===== config.mk =====
export PLATFORM = sky130hd
export DESIGN_NAME = power_reduction_mode_control
export DESIGN_NICKNAME = d
export VERILOG_FILES = /design/src/shared/pwr_mode_pkg.sv /design/src/logic/power_reduction_mode_control.sv
export SDC_FILE = /design/constraint.sdc
export NUM_CORES = 1
export LEC_CHECK = 0
export ABC_CLOCK_PERIOD_IN_PS = 2300
export BUFFER_PORTS_ARGS = -buffer_cell sky130_fd_sc_hd__buf_4
export CAP_MARGIN = 5
export CORE_AREA = 2 2 142 144
export DETAILED_ROUTE_END_ITERATION = 16
export DIE_AREA = 0 0 144 146
export PLACE_DENSITY_LB_ADDON = 0.3
export SLEW_MARGIN = 20
export SYNTH_ARGS = -nofsm -noshare
export SYNTH_HDL_FRONTEND = slang
export SYNTH_SLANG_ARGS = --single-unit

===== constraint.sdc =====
create_clock -name mclk -period 2.3 [get_ports mclk]
set_input_delay 0.115 -clock mclk [delete_from_list [all_inputs] [get_ports mclk]]
set_output_delay 0.115 -clock mclk [all_outputs]
set_load 0.01 [all_outputs]

===== src/shared/pwr_mode_pkg.sv =====
// Purpose: Shared constants and types for the power reduction mode control
// Assumes: 32-bit register port, one system clock
// Notes:   Opcode and offset values are local choices
package pwr_mode_pkg;

  // Protected 32-bit sleep opcodes (both halves must match)
  localparam logic [31:0] IDLE_OPCODE = 32'h7A85_7A85;
  localparam logic [31:0] DEEP_OPCODE = 32'h6B94_6B94;

  // Register offsets
  localparam logic [7:0] CTRL_OFS   = 8'h00;
  localparam logic [7:0] RELOAD_OFS = 8'h04;
  localparam logic [7:0] STATUS_OFS = 8'h08;

  // Control register fields and reset values
  localparam int          CTRL_WDT_EN_BIT = 0;
  localparam int          CTRL_KICK_BIT   = 1;
  localparam logic        WDT_EN_RST      = 1'b0;
  localparam logic [15:0] RELOAD_RST      = 16'h0000;
  localparam logic [15:0] WDT_TOP         = 16'hFFFF;

  // Status register fields
  localparam int STAT_MODE_LSB  = 0;
  localparam int STAT_CAUSE_LSB = 4;
  localparam int STAT_BLOCK_BIT = 8;
  localparam int STAT_CNT_LSB   = 16;

  // Wake cause codes
  localparam logic [2:0] CAUSE_NONE = 3'h0;
  localparam logic [2:0] CAUSE_IRQ  = 3'h1;
  localparam logic [2:0] CAUSE_NMI  = 3'h2;
  localparam logic [2:0] CAUSE_WDT  = 3'h3;
  localparam logic [2:0] CAUSE_HWR  = 3'h4;

  // Bus pin widths
  localparam int SEG_W = 8;
  localparam int CS_W  = 5;

  typedef enum logic [1:0] {
    ST_RUN   = 2'b00,
    ST_LIGHT = 2'b01,
    ST_XFER  = 2'b10,
    ST_DEEP  = 2'b11
  } pmode_t;

  typedef struct packed {
    logic             ale;
    logic             rd_n;
    logic             wr_n;
    logic             bus_request_pin_n;
    logic             clock_output_pin;
    logic             reset_output_pin;
    logic             hold_ack_pin;
    logic             bhe_n;
    logic [7:0]       p0l_out;
    logic             p0l_oe;
    logic [7:0]       p0h_out;
    logic             p0h_oe;
    logic [15:0]      p1_out;
    logic [SEG_W-1:0] p4_out;
    logic [CS_W-1:0]  cs_n;
  } bus_pins_t;

endpackage : pwr_mode_pkg


===== src/logic/power_reduction_mode_control.sv =====
// Purpose: Light-sleep and deep-sleep control with watchdog and pin states
// Assumes: CPU flags completion; interrupt controller picks the winner
// Notes:   Overview and tags below
// Overview of operation
// Sleep instruction halts only the CPU after the previous one; peripherals run.
// Light sleep starts only on the exact protected 32-bit opcode.
// Any request enabled before entry wakes, whatever global enable or CPU priority.
// Serviceable CPU request takes its vector; resume after the halt instruction.
// Unserviceable CPU request leaves light sleep at once, resumes next instruction.
// Serviceable event-transfer request runs the transfer, then stays asleep.
// Unserviceable event-transfer request leaves light sleep and resumes.
// Falling non-maskable pin wakes; one prioritisation round; trap always entered.
// Level-0 request wakes but no vector fetch.
// Watchdog keeps counting in light sleep and resets on overflow.
// Deep sleep stops oscillator, CPU, peripheral and watchdog clocks; RAM kept.
// Only a low hardware reset input ends deep sleep, resetting registers.
// Deep sleep starts only on the exact protected 32-bit opcode.
// Deep sleep opcode acts only while non-maskable pin is low.
// No sleep until bus idle, nor if ready enabled but not seen low.
// Port latches hold; alternate pins follow in light, freeze in deep.
// Sleep: strobe low, read/write/request high; clock out runs light, high deep.
// Sleep: low data byte floats; high byte drives address only mux 8-bit.
// Sleep: address port drives last low address in demux, else latch.
// Sleep: segment pins drive last segment where strapped, else latch data.
// Sleep: byte-high and hold-ack keep; enabled selects: last low, others high; disabled ones latch.
// Sleep: reset output high if end-of-init executed, else low.
`timescale 1ns/100ps
`default_nettype none
module power_reduction_mode_control
  import pwr_mode_pkg::*;
#(
  parameter int IRQ_N   = 16,
  parameter int ALT_W   = 8,
  parameter int WDT_DIV = 2
) (
  // Clock and reset
  input  wire logic             mclk,
  input  wire logic             rstn,
  // Register port
  input  wire logic [7:0]       reg_addr,
  input  wire logic [31:0]      reg_wdata,
  input  wire logic             reg_wr,
  input  wire logic             reg_rd,
  output logic [31:0]           reg_rdata,
  // CPU core
  input  wire logic             instr_valid,
  input  wire logic [31:0]      instr_word,
  input  wire logic             prev_done,
  input  wire logic [3:0]       cpu_prio,
  input  wire logic             global_irq_enable,
  input  wire logic             end_init_done,
  output logic                  cpu_halt,
  output logic                  sleep_refused,
  output logic                  resume_next,
  output logic                  vector_fetch,
  output logic                  nmi_trap,
  // Interrupt system
  input  wire logic [IRQ_N-1:0] irq_req,
  input  wire logic [IRQ_N-1:0] irq_en,
  input  wire logic [3:0]       win_prio,
  input  wire logic             win_is_pec,
  input  wire logic             pec_done,
  output logic                  prio_round,
  output logic                  pec_start,
  // Clock and reset control
  output logic                  osc_en,
  output logic                  periph_clk_en,
  output logic                  wdt_reset,
  output logic                  sys_reset,
  // Pins from outside
  input  wire logic             nonmaskable_irq_pin,
  input  wire logic             hw_reset_input_n,
  // External bus controller
  input  wire logic             bus_idle,
  input  wire logic             ready_en,
  input  wire logic             ready_seen,
  input  wire logic             mux_mode,
  input  wire logic             bus8,
  input  wire logic             acc_strobe,
  input  wire logic [23:0]      acc_addr,
  input  wire logic [CS_W-1:0]  acc_cs_hit,
  input  wire logic [SEG_W-1:0] cfg_seg_mask,
  input  wire logic [CS_W-1:0]  cfg_cs_en,
  input  wire bus_pins_t        run_pins,
  input  wire logic [15:0]      p1_latch,
  input  wire logic [SEG_W-1:0] p4_latch,
  input  wire logic [CS_W-1:0]  cs_latch,
  input  wire logic [ALT_W-1:0] alt_in,
  // Pins out
  output bus_pins_t             pins,
  output logic [ALT_W-1:0]      alt_out
);

  pmode_t state_ff, nxt_state;
  logic nmi_s1_ff, nmi_s2_ff, nmi_s3_ff, hwr_s1_ff, hwr_s2_ff;
  logic [IRQ_N-1:0] en_snap_ff;
  logic wdt_en_ff, block_ff, cfg_taken_ff;
  logic [15:0] reload_ff, wdt_cnt_ff;
  logic [$clog2(WDT_DIV+1)-1:0] div_ff;
  logic [2:0] cause_ff;
  logic [23:0] last_addr_ff;
  logic [CS_W-1:0] last_cs_ff, cs_en_ff;
  logic [SEG_W-1:0] seg_mask_ff;
  bus_pins_t sleep_pins;

  // Sleep opcode decode and entry gating
  wire is_idle  = instr_valid && (instr_word == IDLE_OPCODE);
  wire is_deep  = instr_valid && (instr_word == DEEP_OPCODE);
  wire bus_ok   = bus_idle && !(ready_en && !ready_seen);
  wire nmi_low  = !nmi_s2_ff;
  wire in_run   = (state_ff == ST_RUN);
  wire go_light = in_run && is_idle && prev_done && bus_ok;
  wire go_deep  = in_run && is_deep && prev_done && bus_ok && nmi_low;
  assign sleep_refused = in_run && prev_done && (is_idle || is_deep)
                         && !go_light && !go_deep;

  // Wake decode
  wire nmi_fall    = nmi_s3_ff && !nmi_s2_ff;
  wire wake_any    = |(irq_req & en_snap_ff);
  wire serviceable = global_irq_enable && (win_prio > cpu_prio);
  wire pec_stay    = win_is_pec && serviceable;
  wire asleep      = !in_run;
  wire deep        = (state_ff == ST_DEEP);

  // Watchdog prescaler and counter
  wire wdt_tick = (div_ff == ($bits(div_ff))'(WDT_DIV - 1));
  wire wdt_ovf  = wdt_en_ff && !deep && wdt_tick && (wdt_cnt_ff == WDT_TOP);
  wire wr_ctrl  = reg_wr && (reg_addr == CTRL_OFS);
  wire wr_rel   = reg_wr && (reg_addr == RELOAD_OFS);
  wire kick     = wr_ctrl && reg_wdata[CTRL_KICK_BIT];

  always_comb begin
    nxt_state = state_ff;
    unique case (state_ff)
      ST_RUN: begin
        if (go_deep)
          nxt_state = ST_DEEP;
        else if (go_light)
          nxt_state = ST_LIGHT;
      end
      ST_LIGHT: begin
        if (wdt_ovf || nmi_fall)
          nxt_state = ST_RUN;
        else if (wake_any)
          nxt_state = pec_stay ? ST_XFER : ST_RUN;
      end
      ST_XFER: begin
        if (wdt_ovf)
          nxt_state = ST_RUN;
        else if (pec_done)
          nxt_state = ST_LIGHT;
      end
      ST_DEEP: begin
        if (!hwr_s2_ff)
          nxt_state = ST_RUN;
      end
    endcase
  end

  wire light_wake = (state_ff == ST_LIGHT) && !wdt_ovf && (nmi_fall || (wake_any && !pec_stay));
  wire cpu_svc    = wake_any && !win_is_pec && serviceable && (win_prio != 4'h0);

  always_ff @(posedge mclk or negedge rstn) begin
    if (!rstn) begin
      state_ff      <= ST_RUN;
      cpu_halt      <= 1'b0;
      osc_en        <= 1'b1;
      periph_clk_en <= 1'b1;
      resume_next   <= 1'b0;
      vector_fetch  <= 1'b0;
      nmi_trap      <= 1'b0;
      prio_round    <= 1'b0;
      pec_start     <= 1'b0;
      wdt_reset     <= 1'b0;
      sys_reset     <= 1'b0;
      cause_ff      <= CAUSE_NONE;
    end else begin
      state_ff      <= nxt_state;
      cpu_halt      <= (nxt_state != ST_RUN);
      osc_en        <= (nxt_state != ST_DEEP);
      periph_clk_en <= (nxt_state != ST_DEEP);
      resume_next   <= light_wake;
      vector_fetch  <= light_wake && !nmi_fall && cpu_svc;
      nmi_trap      <= light_wake && nmi_fall;
      prio_round    <= light_wake;
      pec_start     <= (state_ff == ST_LIGHT) && (nxt_state == ST_XFER);
      wdt_reset     <= wdt_ovf;
      sys_reset     <= deep && !hwr_s2_ff;
      if (light_wake)
        cause_ff <= nmi_fall ? CAUSE_NMI : CAUSE_IRQ;
      else if (wdt_ovf)
        cause_ff <= CAUSE_WDT;
      else if (deep && !hwr_s2_ff)
        cause_ff <= CAUSE_HWR;
    end
  end

  // Pin synchronisers; third nmi stage only for edge detection
  always_ff @(posedge mclk or negedge rstn) begin
    if (!rstn) begin
      nmi_s1_ff <= 1'b1;
      nmi_s2_ff <= 1'b1;
      nmi_s3_ff <= 1'b1;
      hwr_s1_ff <= 1'b1;
      hwr_s2_ff <= 1'b1;
    end else begin
      nmi_s1_ff <= nonmaskable_irq_pin;
      nmi_s2_ff <= nmi_s1_ff;
      nmi_s3_ff <= nmi_s2_ff;
      hwr_s1_ff <= hw_reset_input_n;
      hwr_s2_ff <= hwr_s1_ff;
    end
  end

  // Enable snapshot, last access, strap capture after reset
  always_ff @(posedge mclk or negedge rstn) begin
    if (!rstn) begin
      en_snap_ff   <= '0;
      last_addr_ff <= '0;
      last_cs_ff   <= '0;
      cfg_taken_ff <= 1'b0;
      seg_mask_ff  <= '0;
      cs_en_ff     <= '0;
    end else begin
      if (go_light)
        en_snap_ff <= irq_en;
      if (acc_strobe && in_run) begin
        last_addr_ff <= acc_addr;
        last_cs_ff   <= acc_cs_hit;
      end
      if (!cfg_taken_ff) begin
        cfg_taken_ff <= 1'b1;
        seg_mask_ff  <= cfg_seg_mask;
        cs_en_ff     <= cfg_cs_en;
      end
    end
  end

  // Watchdog and registers
  always_ff @(posedge mclk or negedge rstn) begin
    if (!rstn) begin
      div_ff     <= '0;
      wdt_cnt_ff <= RELOAD_RST;
      wdt_en_ff  <= WDT_EN_RST;
      reload_ff  <= RELOAD_RST;
      block_ff   <= 1'b0;
    end else begin
      if (!deep)
        div_ff <= wdt_tick ? '0 : div_ff + 1'b1;
      if (kick || wdt_ovf)
        wdt_cnt_ff <= reload_ff;
      else if (wdt_en_ff && !deep && wdt_tick)
        wdt_cnt_ff <= wdt_cnt_ff + 16'h0001;
      if (wr_ctrl)
        wdt_en_ff <= reg_wdata[CTRL_WDT_EN_BIT];
      if (wr_rel)
        reload_ff <= reg_wdata[15:0];
      if (in_run && prev_done && (is_idle || is_deep))
        block_ff <= !bus_ok;
    end
  end

  wire [31:0] stat_word = {wdt_cnt_ff, 7'h00, block_ff, 1'b0, cause_ff, 2'h0, state_ff};
  wire [31:0] rd_mux = (reg_addr == CTRL_OFS)   ? {31'h0000_0000, wdt_en_ff} :
                       (reg_addr == RELOAD_OFS) ? {16'h0000, reload_ff} :
                       (reg_addr == STATUS_OFS) ? stat_word : 32'h0000_0000;

  always_ff @(posedge mclk or negedge rstn) begin
    if (!rstn)
      reg_rdata <= '0;
    else
      reg_rdata <= reg_rd ? rd_mux : 32'h0000_0000;
  end

  // Pin states while asleep
  always_comb begin
    sleep_pins         = pins;
    sleep_pins.ale     = 1'b0;
    sleep_pins.rd_n    = 1'b1;
    sleep_pins.wr_n    = 1'b1;
    sleep_pins.bus_request_pin_n  = 1'b1;
    sleep_pins.clock_output_pin  = deep ? 1'b1 : run_pins.clock_output_pin;
    sleep_pins.reset_output_pin  = end_init_done;
    sleep_pins.p0l_oe  = 1'b0;
    sleep_pins.p0h_oe  = mux_mode && bus8;
    sleep_pins.p0h_out = last_addr_ff[15:8];
    sleep_pins.p1_out  = mux_mode ? p1_latch : last_addr_ff[15:0];
    sleep_pins.p4_out  = (last_addr_ff[16 +: SEG_W] & seg_mask_ff)
                       | (p4_latch & ~seg_mask_ff);
    sleep_pins.cs_n    = (~last_cs_ff & cs_en_ff) | (cs_latch & ~cs_en_ff);
  end

  always_ff @(posedge mclk or negedge rstn) begin
    if (!rstn) begin
      pins    <= '{ale: 1'b0, rd_n: 1'b1, wr_n: 1'b1, bus_request_pin_n: 1'b1, clock_output_pin: 1'b1,
                   reset_output_pin: 1'b0, hold_ack_pin: 1'b1, bhe_n: 1'b1, p0l_out: 8'h00, p0l_oe: 1'b0,
                   p0h_out: 8'h00, p0h_oe: 1'b0, p1_out: 16'h0000, p4_out: '0, cs_n: '1};
      alt_out <= '0;
    end else begin
      pins    <= asleep ? sleep_pins : run_pins;
      alt_out <= deep ? alt_out : alt_in;
    end
  end
endmodule : power_reduction_mode_control
`default_nettype wire


==> results.sh <==
export IMPL_slowest_delay_ps=590
export IMPL_drc=0
export IMPL_async_flop_share_pct=100.0
export IMPL_cpLargestDelayFamily="buffers and inverters"
export IMPL_worst_endpoint_arrival_ps=2610
export IMPL_final_cells=1506
export IMPL_grt_pass1_wl_um=46020
export IMPL_multi_input_area_mm2=0.003251
export IMPL_intPower_mw=9.465
export IMPL_reg2reg_from="state_ff[1]$_DFF_PN0_"
export IMPL_max_freq_mhz=445.4
export IMPL_cts_root_buf="clkbuf_16"
export IMPL_syn_area_mm2=0.008653
export IMPL_fillers=1239
export IMPL_tightest_slew_ps=660.3
export IMPL_p_leak_nw=6.828
export IMPL_initial_core_util_pct=44.76
export IMPL_ant_nets=0
export IMPL_detail_route_wl_per_cell_um=19.97
export IMPL_die_x_um=144
export IMPL_seq_power_share_pct=39.2
export IMPL_comb_power_share_pct=34.9
export IMPL_period_share_pct=97.61
export IMPL_crit_required_ps=2670
export IMPL_cap_viol_max_count=0
export IMPL_postCtsSetupBuffers=0
export IMPL_fin_skew_ps=9.334
export IMPL_ys_types=52
export IMPL_routabilityCongestion=0.8134
export IMPL_r2r_slack_ps=50
export IMPL_critical_path_buf_inv_count=3
export IMPL_vias_per_cell=5.080
export IMPL_r2r_end="pins[49]$_DFF_PN0_"
export IMPL_min_delay_start="reg_addr[2]"
export IMPL_postSynthCellCount=684
export IMPL_yosys_warnings=0
export IMPL_synth_area_top_cells="dfrtp_1 55%, mux2_2 11%, dfstp_2 5.2%"
export IMPL_die_h_um=146
export IMPL_core_mm2=0.01933
export IMPL_hold_ws_ps=51.13
export IMPL_clk_pin_slew_ps=60
export IMPL_finalCriticalPeriod_ps=2245
export IMPL_critPathLaunchType="register"
export IMPL_numCtsBuffers=22
export IMPL_cts_tree="built"
export IMPL_p_total_mw=13.70
export IMPL_num_vias=7650
export IMPL_cts_buffer_depth=3
export IMPL_die_area_mm2=0.02102
export IMPL_drive_gt1_share_pct=42.57
export IMPL_swShare_pct=30.90
export IMPL_first_global_vias=8371
export IMPL_fin_ws_ps=54.97
export IMPL_seq_area_mm2=0.005226
export IMPL_row_count=51
export IMPL_grt_overflow_total=0
export IMPL_pwr_share_clk_pct=25.8
export IMPL_end_kind="register"
export IMPL_cts_sinks=208
export IMPL_setup_violations=0
export IMPL_first_pass_iters=5
export IMPL_hold_class="input pin to register"
export IMPL_powerDensity_mw_per_mm2=966.3
export IMPL_num_io_pins=370
export IMPL_synth_flop_cell="dfrtp_1"
export IMPL_grt_max_degree=83
export IMPL_synth_fp_nets=953
export IMPL_ir_worst_vdd_uv=532.2
export IMPL_hold_violations=0
export IMPL_detailed_place_hpwl_um=18370
export IMPL_drt_wl_total_um=30080
export IMPL_yosys_area_top_type="dfrtp_1"
export IMPL_ys_ff_latch=208
export IMPL_outcome="complete, no violations"
export IMPL_worstPathCellList="buf_4 -> nor2_4 -> buf_12 -> mux2_2 -> dlygate4sd3_1"
export IMPL_clock_latency_ps=490
export IMPL_hold_depth=5
export IMPL_dp_slack_ps=67.12
export IMPL_yosysSeqAreaShare_pct=60.40
export IMPL_layout_nets=1492
export IMPL_maxSlewViolCount=0
export IMPL_area_growth_pct=63.81
export IMPL_track_usage_pct=28.25
export IMPL_cp_max_fo=82
export IMPL_cts_htree_levels=1
export IMPL_drtIter0Drc=349
export IMPL_synth_area_per_cell_um2=12.65
export IMPL_worst_setup_path_type="register to register"
export IMPL_slowest_stage="dlygate4sd3_1"
export IMPL_grt_antenna_before_repair=3
export IMPL_synth_top_cell_area_share_pct=55.23
export IMPL_fin_util_pct=73.31
export IMPL_synth_edf_count=0
export IMPL_portBuffers=353
export IMPL_reg2reg_depth=5
export IMPL_holdPathEnd="reg_rdata[0]$_DFF_PN0_"
export IMPL_dp_cells=1291
export IMPL_p_switching_mw=4.233
export IMPL_max_slew_margin_pct=55.98
-- sequential cells by signal, indices dropped and copies added, names as in the netlist, 2 cells and up --
signal / flops
pins: 55
reg_rdata: 32
last_addr_ff: 24
en_snap_ff: 16
reload_ff: 16
wdt_cnt_ff: 16
alt_out: 8
seg_mask_ff: 8
cs_en_ff: 5
last_cs_ff: 5
cause_ff: 3
div_ff: 2
state_ff: 2
-- synth_stat cells (all sizes together), types with 3 or more instances --
cell type,instances
buf,13
dfrtp,191
inv,12
a22o,6
nor3,3
and4,5
and2,33
nand2,67
nor4bb,6
and4b,4
nand2b,4
ha,5
or3,4
mux2,98
a221oi,4
dfstp,17
o21ai,55
and3,5
nor4,5
a22oi,7
xnor2,4
nor2,19
nand4,8
clkbuf,18
nand3,10
nor2b,9
xor2,8
mux2i,31
a21oi,9
-- layout make-up --
type | count | area share [%]
clock buffer | 35 | 4.802
inverter | 12 | 0.3178
tap | 265 | 2.339
timing repair buffer | 546 | 32.37
antenna | 3 | 0.05296
clock inverter | 4 | 0.3178
multi-input combinational | 433 | 22.93
sequential | 208 | 36.87
-- cells by family after synthesis --
| logic type | count (synthesis) | share of synthesized area (%) |
|---|---|---|
| buffers and inverters | 43 | 2.270 |
| DFF | 208 | 60.40 |
| xor gates and xnor gates | 12 | 1.215 |
| other | 1 | 0.04334 |
| adders and majority gates | 5 | 0.7230 |
| and+or+nand+nor | 191 | 12.00 |
| muxes | 129 | 16.77 |
| AOI/OAI and AO/OA | 95 | 6.579 |
-- worst reg2reg max path, stage by stage, from the launching register on --
cell	delay [ps]
dfrtp_1	390
buf_4	200
nor2_4	180
buf_12	340
mux2_2	410
dlygate4sd3_1	590
-- power groups by stage --
stage	combinational, mW	sequential (mW)	clock, mW
3_3_place_gp	3.87	5.29	0
3_5_place_dp	3.93	5.34	0
2_1_floorplan	1.81	5.50	0
4_1_cts	4.59	5.28	3.58
5_1_grt	5.14	5.47	3.77
6_report	4.78	5.38	3.54
-- cell usage in the layout (no fill, tap or decap), drive strengths merged, types with 6 or more instances in the layout --
| master | instances |
|---|---|
| nor4bb | 6 |
| dlygate4sd3 | 173 |
| nand2 | 67 |
| nor2 | 19 |
| a22oi | 7 |
| dfrtp | 191 |
| o21ai | 55 |
| buf | 372 |
| a21oi | 9 |
| mux2 | 98 |
| inv | 12 |
| a22o | 6 |
| xor2 | 8 |
| nand3 | 10 |
| nor2b | 9 |
| dfstp | 17 |
| nand4 | 8 |
| clkbuf | 36 |
| and2 | 33 |
| mux2i | 31 |
-- metal layers --
metal / vias up / global-route usage, % / wire (um)
met5: - / 0 / 0
met4: 0 / 12.89 / 1277
met3: 98 / 7.470 / 2525
met2: 328 / 49.48 / 15380
met1: 3747 / 31.98 / 10900
li1: 3477 / - / -
-- through the flow --
| stage | instance area, um^2 | TNS, ps |
|---|---|---|
| 2_1_floorplan | 8653 | 0 |
| 3_3_place_gp | 11700 | 0 |
| 3_5_place_dp | 11700 | 0 |
| 4_1_cts | 14160 | 0 |
| 5_1_grt | 14170 | -24.15 |
| 6_report | 14170 | 0 |
-- worst max-delay path by stage --
stage	from	end	slack, ps	cells past startpoint
2_1_floorplan	state_ff[1]$_DFF_PN0_	en_snap_ff[10]$_DFFE_PN0P_	260	6
3_3_place_gp	state_ff[1]$_DFF_PN0_	en_snap_ff[13]$_DFFE_PN0P_	110	5
3_5_place_dp	state_ff[1]$_DFF_PN0_	en_snap_ff[6]$_DFFE_PN0P_	70	5
4_1_cts	state_ff[1]$_DFF_PN0_	sleep_refused	70	5
5_1_grt	state_ff[1]$_DFF_PN0_	sleep_refused	-20	5
6_report	state_ff[1]$_DFF_PN0_	pins[49]$_DFF_PN0_	50	5
-- timing repair --
item                                    in CTS  in global routing
pin swaps                                    0                  0
gates resized for setup                      1                  2
endpoints found under the setup margin       1                 17
hold endpoints to repair                   200                  0
hold buffers                               173                  0
No activity file was read; power rests on OpenSTA's default activity.
